$ cat config.mk
export PLATFORM = sky130hd
export DESIGN_NAME = psfs_label_sf_sink
export DESIGN_NICKNAME = d
export VERILOG_FILES = /design/src/verilog/psfs_pkg.sv /design/src/verilog/psfs_label_sf_sink.sv
export SDC_FILE = /design/constraint.sdc
export NUM_CORES = 1
export LEC_CHECK = 0
export BUFFER_PORTS_ARGS = -buffer_cell sky130_fd_sc_hd__buf_4
export CELL_PAD_IN_SITES_DETAIL_PLACEMENT = 0
export CELL_PAD_IN_SITES_GLOBAL_PLACEMENT = 1
export CORE_MARGIN = 2
export CORE_UTILIZATION = 43
export DETAILED_ROUTE_END_ITERATION = 16
export GPL_TIMING_DRIVEN = 0
export PLACE_DENSITY_LB_ADDON = 0.2
export SLEW_MARGIN = 20
export SYNTH_ARGS = -nofsm -noshare
export SYNTH_HDL_FRONTEND = slang
export SYNTH_SLANG_ARGS = --single-unit
$ cat constraint.sdc
create_clock -name clk_sys -period 2.2 [get_ports clk_sys]
set_clock_uncertainty 0.05 [all_clocks]
set_input_delay 0.22 -clock clk_sys [delete_from_list [all_inputs] [get_ports clk_sys]]
set_output_delay 0.22 -clock clk_sys [all_outputs]
set_load 0.02 [all_outputs]
$ cat src/verilog/psfs_pkg.sv
package psfs_pkg;

   // System clock rate, 50 ns period.
   localparam int CLK_MHZ = 20;
   // Loss-of-superframe timeout, fixed inside the allowed 1 to 5 ms window.
   localparam int LOM_TIME_US = 3000;
   localparam int LOM_CYCLES = LOM_TIME_US * CLK_MHZ;

   localparam int NUM_SINKS = 14;
   localparam int SLOT_W = 4;
   localparam int LABEL_ACCEPT_FRAMES = 5;
   localparam int IM_GOOD_FRAMES = 4;

   // Bit positions in the overhead label byte, MSB is bit 7 of the byte.
   localparam int LABEL_MSB = 5;
   localparam int LABEL_LSB = 3;
   localparam int SF_MSB = 2;
   localparam int SF_LSB = 1;
   localparam logic [2:0] LABEL_EXPECTED = 3'h3;
   localparam logic [1:0] SF_FIRST_PHASE = 2'h0;

   localparam logic [7:0] ADDR_CTRL = 8'h00;
   localparam logic [7:0] ADDR_SLOTMAP0 = 8'h04;
   localparam logic [7:0] ADDR_SLOTMAP1 = 8'h08;
   localparam logic [7:0] ADDR_STATUS = 8'h0C;
   localparam logic [7:0] ADDR_INT_STATUS = 8'h10;
   localparam logic [7:0] ADDR_INT_MASK = 8'h14;

   localparam int CTRL_EN_BIT = 0;
   localparam int CTRL_SINK_LSB = 16;
   localparam int MAPS_PER_REG = 8;

   localparam int ST_IM_BIT = 0;
   localparam int ST_PLM_BIT = 1;
   localparam int ST_LOM_BIT = 2;
   localparam int ST_PLM_FAULT_BIT = 3;
   localparam int ST_LOM_FAULT_BIT = 4;
   localparam int ST_SSF_BIT = 5;
   localparam int ST_LABEL_LSB = 8;
   localparam int ST_PHASE_LSB = 12;

   localparam int INT_W = 3;
   localparam int INT_PLM_BIT = 0;
   localparam int INT_LOM_BIT = 1;
   localparam int INT_OOM_BIT = 2;

   localparam logic [31:0] CTRL_RESET = 32'h0000_0000;
   localparam logic [2:0] INT_MASK_RESET = 3'h0;

   typedef enum logic [1:0] {
      SF_OOM = 2'b01,
      SF_IM = 2'b10
   } psfs_sf_state_type;

   typedef struct packed {
      logic [7:0] data;
      logic valid;
      logic frame_start;
      logic label_byte;
   } psfs_path_in_type;

   typedef struct packed {
      logic [7:0] data;
      logic valid;
      logic frame_start;
      logic superframe_start_out;
   } psfs_sink_out_type;

endpackage

$ cat src/verilog/psfs_label_sf_sink.sv
// Local design decisions: the strobed register port and the address map.
`timescale 1ns/1ps
`default_nettype none

// Notes on behaviour
// - Compare accepted label against expected 011.
// - Align superframe on two bits, mark start.
// - One sequence error enters out-of-superframe.
// - Four good consecutive frames regain alignment.
// - Disabled: force fail, hide fault reports.
// - Lost superframe after fixed timeout out.
// - Lost superframe clears on realignment.
// - Mismatch defect from accepted label differing.
// - Lost superframe fault needs no trail fail, mismatch.
// - Fourteen sinks, each picks slot 0 to 13.
// - Several sinks may share one slot.
// - All sinks may be enabled together.
module psfs_label_sf_sink #(
   parameter int LOM_CYCLES = psfs_pkg::LOM_CYCLES
) (
   input wire logic clk_sys,
   input wire logic sys_rst,
   input wire psfs_pkg::psfs_path_in_type path_in,
   input wire logic upstream_trail_fail,
   input wire logic [7:0] bus_addr,
   input wire logic [31:0] bus_wdata,
   input wire logic bus_wr,
   input wire logic bus_rd,
   output logic [31:0] bus_rdata,
   output var psfs_pkg::psfs_sink_out_type sink_out,
   output logic [psfs_pkg::NUM_SINKS-1:0] sink_strobe,
   output logic server_signal_fail,
   output logic label_mismatch_fault,
   output logic lost_superframe_fault,
   output logic irq
);

   localparam int NS = psfs_pkg::NUM_SINKS;

   logic function_enable, next_function_enable;
   logic [NS-1:0] sink_en, next_sink_en;
   logic [psfs_pkg::SLOT_W-1:0] slot_map [NS];
   logic [psfs_pkg::SLOT_W-1:0] next_slot_map [NS];
   logic [psfs_pkg::INT_W-1:0] int_status, next_int_status, int_mask, next_int_mask;
   logic [psfs_pkg::INT_W-1:0] int_event;
   logic [31:0] next_bus_rdata;
   logic next_irq;

   psfs_pkg::psfs_sf_state_type sf_state, next_sf_state;
   logic [1:0] sf_prev, next_sf_prev;
   logic [2:0] good_cnt, next_good_cnt;
   logic [2:0] cand_label, next_cand_label, accepted, next_accepted;
   logic [2:0] accept_cnt, next_accept_cnt;
   logic plm, next_plm, lom, next_lom;
   logic [31:0] lom_timer, next_lom_timer;
   logic [psfs_pkg::SLOT_W-1:0] slot_cnt, next_slot_cnt, cur_slot;

   logic lbl_beat, sf_ok, in_im;
   logic [2:0] rx_label;
   logic [1:0] rx_sf;

   psfs_pkg::psfs_sink_out_type next_sink_out;
   logic [NS-1:0] next_sink_strobe;
   logic next_ssf, next_plm_fault, next_lom_fault;

   assign lbl_beat = path_in.valid & path_in.label_byte;
   assign rx_label = path_in.data[psfs_pkg::LABEL_MSB:psfs_pkg::LABEL_LSB];
   assign rx_sf = path_in.data[psfs_pkg::SF_MSB:psfs_pkg::SF_LSB];
   assign sf_ok = (rx_sf == 2'(sf_prev + 2'h1));
   assign in_im = (sf_state == psfs_pkg::SF_IM);

   // Register file and interrupt logic.
   always_comb begin
      next_function_enable = function_enable;
      next_sink_en = sink_en;
      next_slot_map = slot_map;
      next_int_mask = int_mask;
      next_int_status = int_status;
      next_bus_rdata = 32'h0000_0000;
      if (bus_wr) begin
         case (bus_addr)
            psfs_pkg::ADDR_CTRL: begin
               next_function_enable = bus_wdata[psfs_pkg::CTRL_EN_BIT];
               next_sink_en = bus_wdata[psfs_pkg::CTRL_SINK_LSB +: NS];
            end
            psfs_pkg::ADDR_INT_STATUS: next_int_status = int_status & ~bus_wdata[psfs_pkg::INT_W-1:0];
            psfs_pkg::ADDR_INT_MASK: next_int_mask = bus_wdata[psfs_pkg::INT_W-1:0];
            default: ;
         endcase
      end
      for (int i = 0; i < NS; i++) begin
         if (bus_wr && bus_addr == ((i < psfs_pkg::MAPS_PER_REG) ?
               psfs_pkg::ADDR_SLOTMAP0 : psfs_pkg::ADDR_SLOTMAP1)) begin
            next_slot_map[i] = bus_wdata[(i % psfs_pkg::MAPS_PER_REG) * psfs_pkg::SLOT_W +: psfs_pkg::SLOT_W];
         end
      end
      // An event in the clearing cycle still sets its bit.
      next_int_status = next_int_status | int_event;
      if (bus_rd) begin
         case (bus_addr)
            psfs_pkg::ADDR_CTRL: begin
               next_bus_rdata[psfs_pkg::CTRL_EN_BIT] = function_enable;
               next_bus_rdata[psfs_pkg::CTRL_SINK_LSB +: NS] = sink_en;
            end
            psfs_pkg::ADDR_SLOTMAP0, psfs_pkg::ADDR_SLOTMAP1: begin
               for (int i = 0; i < NS; i++) begin
                  if (bus_addr == ((i < psfs_pkg::MAPS_PER_REG) ?
                        psfs_pkg::ADDR_SLOTMAP0 : psfs_pkg::ADDR_SLOTMAP1)) begin
                     next_bus_rdata[(i % psfs_pkg::MAPS_PER_REG) * psfs_pkg::SLOT_W +: psfs_pkg::SLOT_W] = slot_map[i];
                  end
               end
            end
            psfs_pkg::ADDR_STATUS: begin
               next_bus_rdata[psfs_pkg::ST_IM_BIT] = in_im;
               next_bus_rdata[psfs_pkg::ST_PLM_BIT] = plm;
               next_bus_rdata[psfs_pkg::ST_LOM_BIT] = lom;
               next_bus_rdata[psfs_pkg::ST_PLM_FAULT_BIT] = label_mismatch_fault;
               next_bus_rdata[psfs_pkg::ST_LOM_FAULT_BIT] = lost_superframe_fault;
               next_bus_rdata[psfs_pkg::ST_SSF_BIT] = server_signal_fail;
               next_bus_rdata[psfs_pkg::ST_LABEL_LSB +: 3] = accepted;
               next_bus_rdata[psfs_pkg::ST_PHASE_LSB +: 2] = sf_prev;
            end
            psfs_pkg::ADDR_INT_STATUS: next_bus_rdata[psfs_pkg::INT_W-1:0] = int_status;
            psfs_pkg::ADDR_INT_MASK: next_bus_rdata[psfs_pkg::INT_W-1:0] = int_mask;
            default: ;
         endcase
      end
      next_irq = |(next_int_status & next_int_mask);
   end

   always_ff @(posedge clk_sys) begin
      if (sys_rst) begin
         function_enable <= psfs_pkg::CTRL_RESET[psfs_pkg::CTRL_EN_BIT];
         sink_en <= psfs_pkg::CTRL_RESET[psfs_pkg::CTRL_SINK_LSB +: NS];
         for (int i = 0; i < NS; i++) begin
            slot_map[i] <= psfs_pkg::SLOT_W'(i);
         end
         int_status <= '0;
         int_mask <= psfs_pkg::INT_MASK_RESET;
         bus_rdata <= 32'h0000_0000;
         irq <= 1'b0;
      end else begin
         function_enable <= next_function_enable;
         sink_en <= next_sink_en;
         slot_map <= next_slot_map;
         int_status <= next_int_status;
         int_mask <= next_int_mask;
         bus_rdata <= next_bus_rdata;
         irq <= next_irq;
      end
   end

   // Label acceptance, superframe alignment and loss timer.
   always_comb begin
      next_sf_state = sf_state;
      next_sf_prev = sf_prev;
      next_good_cnt = good_cnt;
      next_cand_label = cand_label;
      next_accept_cnt = accept_cnt;
      next_accepted = accepted;
      next_lom = lom;
      next_lom_timer = lom_timer;
      if (lbl_beat) begin
         if (rx_label == cand_label) begin
            if (accept_cnt == 3'(psfs_pkg::LABEL_ACCEPT_FRAMES - 2)) begin
               next_accepted = rx_label;
            end
            if (accept_cnt != 3'(psfs_pkg::LABEL_ACCEPT_FRAMES - 1)) begin
               next_accept_cnt = 3'(accept_cnt + 3'h1);
            end
         end else begin
            next_cand_label = rx_label;
            next_accept_cnt = 3'h0;
         end
         next_sf_prev = rx_sf;
         unique case (sf_state)
            psfs_pkg::SF_IM: begin
               if (!sf_ok) begin
                  next_sf_state = psfs_pkg::SF_OOM;
                  next_good_cnt = 3'h0;
               end
            end
            psfs_pkg::SF_OOM: begin
               if (!sf_ok) begin
                  next_good_cnt = 3'h0;
               end else if (good_cnt == 3'(psfs_pkg::IM_GOOD_FRAMES - 1)) begin
                  next_sf_state = psfs_pkg::SF_IM;
                  next_good_cnt = 3'h0;
               end else begin
                  next_good_cnt = 3'(good_cnt + 3'h1);
               end
            end
         endcase
      end
      next_plm = (next_accepted != psfs_pkg::LABEL_EXPECTED);
      if (next_sf_state == psfs_pkg::SF_IM) begin
         next_lom = 1'b0;
         next_lom_timer = 32'h0000_0000;
      end else if (!lom) begin
         if (lom_timer == 32'(LOM_CYCLES - 1)) begin
            next_lom = 1'b1;
         end
         next_lom_timer = lom_timer + 32'h0000_0001;
      end
      int_event = '0;
      int_event[psfs_pkg::INT_PLM_BIT] = next_plm & ~plm;
      int_event[psfs_pkg::INT_LOM_BIT] = next_lom & ~lom;
      int_event[psfs_pkg::INT_OOM_BIT] = in_im & (next_sf_state == psfs_pkg::SF_OOM);
   end

   always_ff @(posedge clk_sys) begin
      if (sys_rst) begin
         sf_state <= psfs_pkg::SF_OOM;
         sf_prev <= 2'h0;
         good_cnt <= 3'h0;
         cand_label <= 3'h0;
         accept_cnt <= 3'h0;
         accepted <= 3'h0;
         plm <= 1'b0;
         lom <= 1'b0;
         lom_timer <= 32'h0000_0000;
      end else begin
         sf_state <= next_sf_state;
         sf_prev <= next_sf_prev;
         good_cnt <= next_good_cnt;
         cand_label <= next_cand_label;
         accept_cnt <= next_accept_cnt;
         accepted <= next_accepted;
         plm <= next_plm;
         lom <= next_lom;
         lom_timer <= next_lom_timer;
      end
   end

   // Slot tracking and the sink-facing stream.
   assign cur_slot = path_in.frame_start ? '0 : slot_cnt;

   always_comb begin
      next_slot_cnt = slot_cnt;
      if (path_in.valid && !path_in.label_byte) begin
         next_slot_cnt = (cur_slot == psfs_pkg::SLOT_W'(NS - 1)) ? '0 :
            psfs_pkg::SLOT_W'(cur_slot + 1'b1);
      end
      next_sink_out.data = path_in.data;
      next_sink_out.valid = path_in.valid & ~path_in.label_byte;
      next_sink_out.frame_start = path_in.valid & path_in.frame_start;
      // The phase after the last received one tells where this frame sits.
      next_sink_out.superframe_start_out = path_in.valid & path_in.frame_start & in_im &
         (2'(sf_prev + 2'h1) == psfs_pkg::SF_FIRST_PHASE);
      next_ssf = ~function_enable | plm | lom;
      next_plm_fault = function_enable & plm & ~upstream_trail_fail;
      next_lom_fault = function_enable & lom & ~upstream_trail_fail & ~plm;
   end

   // Each sink reads whatever slot its map selects, so shared slots work.
   for (genvar g = 0; g < NS; g++) begin : g_sink
      assign next_sink_strobe[g] = path_in.valid & ~path_in.label_byte & sink_en[g] &
         (slot_map[g] == cur_slot);
   end

   always_ff @(posedge clk_sys) begin
      if (sys_rst) begin
         slot_cnt <= '0;
         sink_out <= '0;
         sink_strobe <= '0;
         server_signal_fail <= 1'b1;
         label_mismatch_fault <= 1'b0;
         lost_superframe_fault <= 1'b0;
      end else begin
         slot_cnt <= next_slot_cnt;
         sink_out <= next_sink_out;
         sink_strobe <= next_sink_strobe;
         server_signal_fail <= next_ssf;
         label_mismatch_fault <= next_plm_fault;
         lost_superframe_fault <= next_lom_fault;
      end
   end
endmodule

`default_nettype wire

Word level (Yosys, flattened, before mapping)
Cells that the tools add are included.
{ "op_classes": {"n_addsub": 5, "div_mod_pow": 0, "eq_ne": 33, "order_cmp": 0, "n_bitwise": 56, "shifts": 0, "n_mux": 43, "reduce_logical": 16, "multipliers": 0} }
{ "ops": {"columns": ["operator", "count"], "rows": [
  ["$mux W4", 15],
  ["$eq A4 B4 Y1", 14],
  ["$and A1 B1 Y1", 41],
  ["$mux W3", 12],
  ["$add A32 B1 Y32 const B", 1],
  ["$eq A32 B16 Y1 const B", 1],
  ["$pmux W14 S2", 1],
  ["$pmux W3 S2", 3],
  ["$eq A8 B4 Y1 const B", 2],
  ["$eq A8 B5 Y1 const B", 2],
  ["$mux W2", 5],
  ["$not A1 Y1", 9],
  ["$eq A8 B3 Y1 const B", 1],
  ["$logic_not A8 Y1", 1],
  ["$pmux W2 S2", 2],
  ["$pmux W2 S4", 1],
  ["$reduce_and A2 Y1", 4],
  ["$add A3 B1 Y3 const B", 2],
  ["$and A3 B3 Y3", 2],
  ["$eq A3 B2 Y1 const B", 2],
  ["$reduce_or A2 Y1", 3],
  ["$reduce_or A3 Y1", 2],
  ["$pmux W1 S5", 1],
  ["$add A4 B1 Y4 const B", 1],
  ["other kinds (18)", 25]
]} }
{ "totals": {"out_inout_bits": 61, "ramBits": 0, "register_bits": 192, "latch_bits": 0, "rom_bits": 0, "memories": 0, "inputBits": 56, "word_cells": 193} }

Logic depth before layout (Yosys ltp)
{ "logic_depth": {"word_depth": 11, "ltp_mapped": 8, "ltp_nobuf": 7} }

Worst setup path after synthesis
No wires, ideal clock.
{ "synth_path": {"path_type": "register -> register", "startpoint": "register lom_timer[0]", "endpoint": "register lom_timer[30]", "setup_slack_ps": 231, "arrival_ps": 1792, "path_buffers": 1, "period_less_slack_ps": 1969, "t_required_ps": 2022, "stages_incl_launch_ff": 8, "setup_time_ps": 128, "cell_sequence": "dfxtp_1 -> ha_1 -> nand4b_1 -> or4_1 -> clkbuf_1 -> nor3_1 -> xnor2_1 -> nor2_1"} }
{ "synth_via": {"elab_chain_cells": 1} }
{ "synth_rtl": {"columns": ["item", "line_no", "source"], "rows": [
  ["from (decl)", "psfs_label_sf_sink.sv:55", "logic [31:0] lom_timer, next_lom_timer;"],
  ["from (signal assigned)", "psfs_label_sf_sink.sv:231", "lom_timer <= next_lom_timer;"],
  ["$add A32 B1 Y32", "psfs_label_sf_sink.sv:203", "next_lom_timer = lom_timer + 32'h0000_0001;"]
]} }
No other way between the ends.
A chain may end at the register's enable or synchronous reset.

Worst setup path after layout
{ "layout_path": {"startpoint": "register sf_prev[0]", "endpoint": "register lom_timer[27]"} }
{ "layout_via": {"elab_chain_cells": 7, "word_cells_on_any_way": 8, "classes_between": "add/sub (1); eq/ne (2); mux (4); reduce/logical (1)"} }
{ "layout_rtl": {"columns": ["item", "line_no", "source"], "rows": [
  ["from (decl)", "psfs_label_sf_sink.sv:50", "logic [1:0] sf_prev, next_sf_prev;"],
  ["from (signal assigned)", "psfs_label_sf_sink.sv:224", "sf_prev <= next_sf_prev;"],
  ["$add A2 B1 Y2 *", "psfs_label_sf_sink.sv:69", "assign sf_ok = (rx_sf == 2'(sf_prev + 2'h1));"],
  ["$eq A2 B2 Y1 *", "psfs_label_sf_sink.sv:69", null],
  ["$mux W2 (on tied branches)", "psfs_label_sf_sink.sv:184, psfs_label_sf_sink.sv:178", null],
  ["$pmux W2 S2 *", "psfs_label_sf_sink.sv:176", "unique case (sf_state)"],
  ["$mux W2 *", "psfs_label_sf_sink.sv:163", "if (lbl_beat) begin"],
  ["$eq A2 B2 Y1 *", "psfs_label_sf_sink.sv:196", "if (next_sf_state == psfs_pkg::SF_IM) begin"],
  ["$reduce_or A2 Y1 (no line) *", null, null]
]} }
Mark *: on every way between the ends. The rest lies on a longest branch, timed or not.

==> impl_metrics.csv <==
group,metric,value,unit
placement,dp_hpwl,17400,um
layout,area.sequential,3850,um^2
status,outcome,"completed",
layout,design.final.nets,1161,
layout,layout.cells.most_common,"sky130_fd_sc_hd__dfxtp_1",
grt,antenna_violations_before_repair,0,
logic_synthesis,netlist.area_leader.share,47.4,%
clocking,numClockSinks,192,
pwr,p_leak,4.05,nW
logic_synthesis,syn-cell-area,8110,um^2
floorplan,io-pin-count,117,
timing,hold_violation_count_in_the_final_report,0,
clocking,cts_buffers,17,
critical_path,path_cells,"ha_1 > xor2_1 > o21ai_2 > a21o_1 > or4_1 > nand2_1",
placement,dp_slack,-0.705,ns
critical_path,critPathSlowestCell,"sky130_fd_sc_hd__or4_1",
grt,grt_total_usage,25.4,%
layout,finalCoreUtilization,55.0,%
placement,portBuffers,115,
clocking,h-tree-depth,4,
logic_synthesis,synth_area_per_cell,8.71,um^2
logic_synthesis,ys_seq_area_share,47.4,%
logic_synthesis,synth_area_leaders,"sky130_fd_sc_hd__dfxtp_1 (47%), sky130_fd_sc_hd__xor2_1 (7.2%), sky130_fd_sc_hd__nand2_1 (6.6%)",
critical_path,arrival,2.46,ns
pwr,ir_drop,0.565,mV
floorplan,fp-row-count,50,
drt,route.detailed.wl_per_inst,18.6,um
floorplan,floorplan.initialDensity,43.6,%
timing,fmaxAchievable,0.470,GHz
logic_synthesis,postSynth.topFlopCell,"sky130_fd_sc_hd__dfxtp_1",
timing,final-max-slew-violation-count,0,
min_path,timing.hold.worst.class,"input port to flop",
min_path,timing.hold.worst.start,"path_in[8]",
clocking,worstSkewPairLatency,0.44,ns
drt,drcViolationCount,0,
grt,gr-total-overflow,0,
drt,route.antenna.remaining_nets,0,
drt,num_vias,7212,
critical_path,reg_to_reg_start,"sf_prev[0]$_SDFFE_PP0N_",
drt,drt_pass1_iterations,6,
run,drv.max_cap_violation_count,0,
grt,first_pass_grt_wire_length,38400,um
clocking,clock_path_buffers,2,
drt,vias_per_cell,5.36,
drt,initialDrtViolationCount,548,
logic_synthesis,postSynthNetCount,993,
timing,fin_crit,2.13,ns
logic_synthesis,synth_async_sr_flop_share,0,%
layout,filler_cell_count,1789,
critical_path,cp_max_fo,6,
logic_synthesis,syn-instance-count,931,
critical_path,critical_path.startpoint,"sf_prev[0]$_SDFFE_PP0N_",
layout,layout.cells.most_common_list,"sky130_fd_sc_hd__dfxtp_1 (188), sky130_fd_sc_hd__nand2_1 (142), sky130_fd_sc_hd__buf_4 (116)",
drt,drt_wl_total,25100,um
timing,worst_margin_pin_slew,1.00,ns
clocking,ctsRootBufferMaster,"sky130_fd_sc_hd__clkbuf_16",
critical_path,crit_path_end_kind,"flop",
layout,layout-drive-gt1-share,17.8,%
critical_path,slowest_delay,0.52,ns
critical_path,worstPathRequired,2.53,ns
logic_synthesis,ys_seq_elements,192,
logic_synthesis,yosys_warnings,0,
floorplan,die-height,141,um
floorplan,die_area,20000,um^2
floorplan,design.core.area,18600,um^2
timing,slew_headroom,33.2,%
placement,gp_congestion,0.872,
grt,via_count_of_the_first_global_routing_pass,6624,
clocking,tritoncts_clock_tree,"built",
critical_path,crit_path_start_kind,"flop",
grt,largest_net_degree_at_the_start_of_global_routing,18,
pwr,total_power_density_per_cell_area,678,nW/um^2
layout,area_added_between_synthesis_and_finish,26.1,%
floorplan,die_x,141,um
clocking,clk_pin_slew_worst_paths,0.07,ns
logic_synthesis,synth_cell_type_count,51,
timing,setup-violations-final,0,
timing,fin_ws,0.0718,ns
critical_path,timing.setup.critical_path_class,"flop to flop",
logic_synthesis,synth_largest_area_cell,"sky130_fd_sc_hd__dfxtp_1",
logic_synthesis,synth-edff-count,0,
layout,antenna_diode_count,0,
timing,timing.final.crit_share,96.7,%
layout,area_taken_by_multi_input_logic_gates,4030,um^2
[logic make-up after synthesis]
logic type / count (synthesis) / synth area share (%)
XOR/XNOR: 87 / 9.40
buffers and inverters: 69 / 3.33
flip-flops: 192 / 47.4
AO/OA/AOI/OAI: 113 / 8.33
AND/OR/NAND/NOR: 414 / 24.1
adder cells (fa/ha/maj): 6 / 0.926
multiplexers: 50 / 6.53
[critical path: cells and delay by family (launching register included)]
kind / cells / cell delay (ns)
simple gates: 2 / 0.60
compound gates: 2 / 0.42
flops: 1 / 0.45
xor+xnor: 1 / 0.28
fa+ha+maj: 1 / 0.28
[Yosys cell counts (13+ instances only)]
library cell and number:
sky130_fd_sc_hd__o21ai_0 13, sky130_fd_sc_hd__nor3_1 17, sky130_fd_sc_hd__clkbuf_1 44, sky130_fd_sc_hd__nor4_1 23, sky130_fd_sc_hd__nand2_1 143, sky130_fd_sc_hd__mux2i_1 36
sky130_fd_sc_hd__xnor2_1 20, sky130_fd_sc_hd__nand3_1 58, sky130_fd_sc_hd__nor2b_1 19, sky130_fd_sc_hd__xor2_1 67, sky130_fd_sc_hd__dfxtp_1 192, sky130_fd_sc_hd__a21oi_1 61
sky130_fd_sc_hd__a22oi_1 17, sky130_fd_sc_hd__mux2_2 13, sky130_fd_sc_hd__nor2_1 96
[stage by stage]
step / hold slack (ns) / power [mW] / TNS [ns] / cells / area [um^2]
after floorplan: 0.246 / 3.79 / 0 / 931 / 8110
after global placement: 0.378 / 4.01 / -40.08 / 1280 / 9260
after detailed placement: 0.376 / 4.01 / -41.03 / 1280 / 9260
after CTS: 0.00106 / 6.95 / 0 / 1348 / 10200
after global routing: 0.0199 / 7.14 / -0.0210 / 1346 / 10200
final: 0.00513 / 6.94 / 0 / 1346 / 10200
[layer usage]
layer | up-vias | global-route usage [%] | wire [um]
li1 | 3506 | - | -
met1 | 3465 | 36.4 | 11700
met2 | 212 | 39.1 | 11500
met3 | 29 | 4.15 | 1470
met4 | 0 | 8.26 | 435
met5 | - | 0 | 0
[worst paths after layout]
path                                 to  slack (ns)  cells past startpoint
max          lom_timer[27]$_SDFFE_PP0N_        0.07                      6
min              sink_out[8]$_SDFF_PP0_       0.005                      2
max reg2reg  lom_timer[27]$_SDFFE_PP0N_        0.07                      6
min reg2reg    good_cnt[1]$_SDFFE_PP0P_        0.43                      2
[state kept, by name (all words and copies together) (netlist names), 4 cells and up]
register and flops:
sink_out 11, sink_en 14, slot_map 56, lom_timer 32, bus_rdata 32, sink_strobe 14
slot_cnt 4
[cell type report]
| class | instances | share of cell area, % |
|---|---|---|
| Multi-Input combinational cell | 670 | 39.4 |
| Inverter | 12 | 0.440 |
| Tap cell | 234 | 2.86 |
| Sequential cell | 192 | 37.6 |
| Buffer | 55 | 2.36 |
| Clock buffer | 18 | 4.29 |
| Clock inverter | 14 | 1.05 |
| Timing Repair Buffer | 151 | 11.9 |
[where the power goes]
part	switching, mW	internal (mW)
sequential	0.0199	3.50
clock	1.45	1.49
combinational	0.270	0.203
[repair_timing]
action                                  in CTS  in global routing
gates cloned                                 0                  0
hold buffers                                35                  0
setup buffers                                1                  0
pin swaps                                    1                  0
gates resized for setup                     16                 25
endpoints found under the hold margin       69                  0
endpoints found under the setup margin      86                 73
Power figures use the tool's default switching activity.
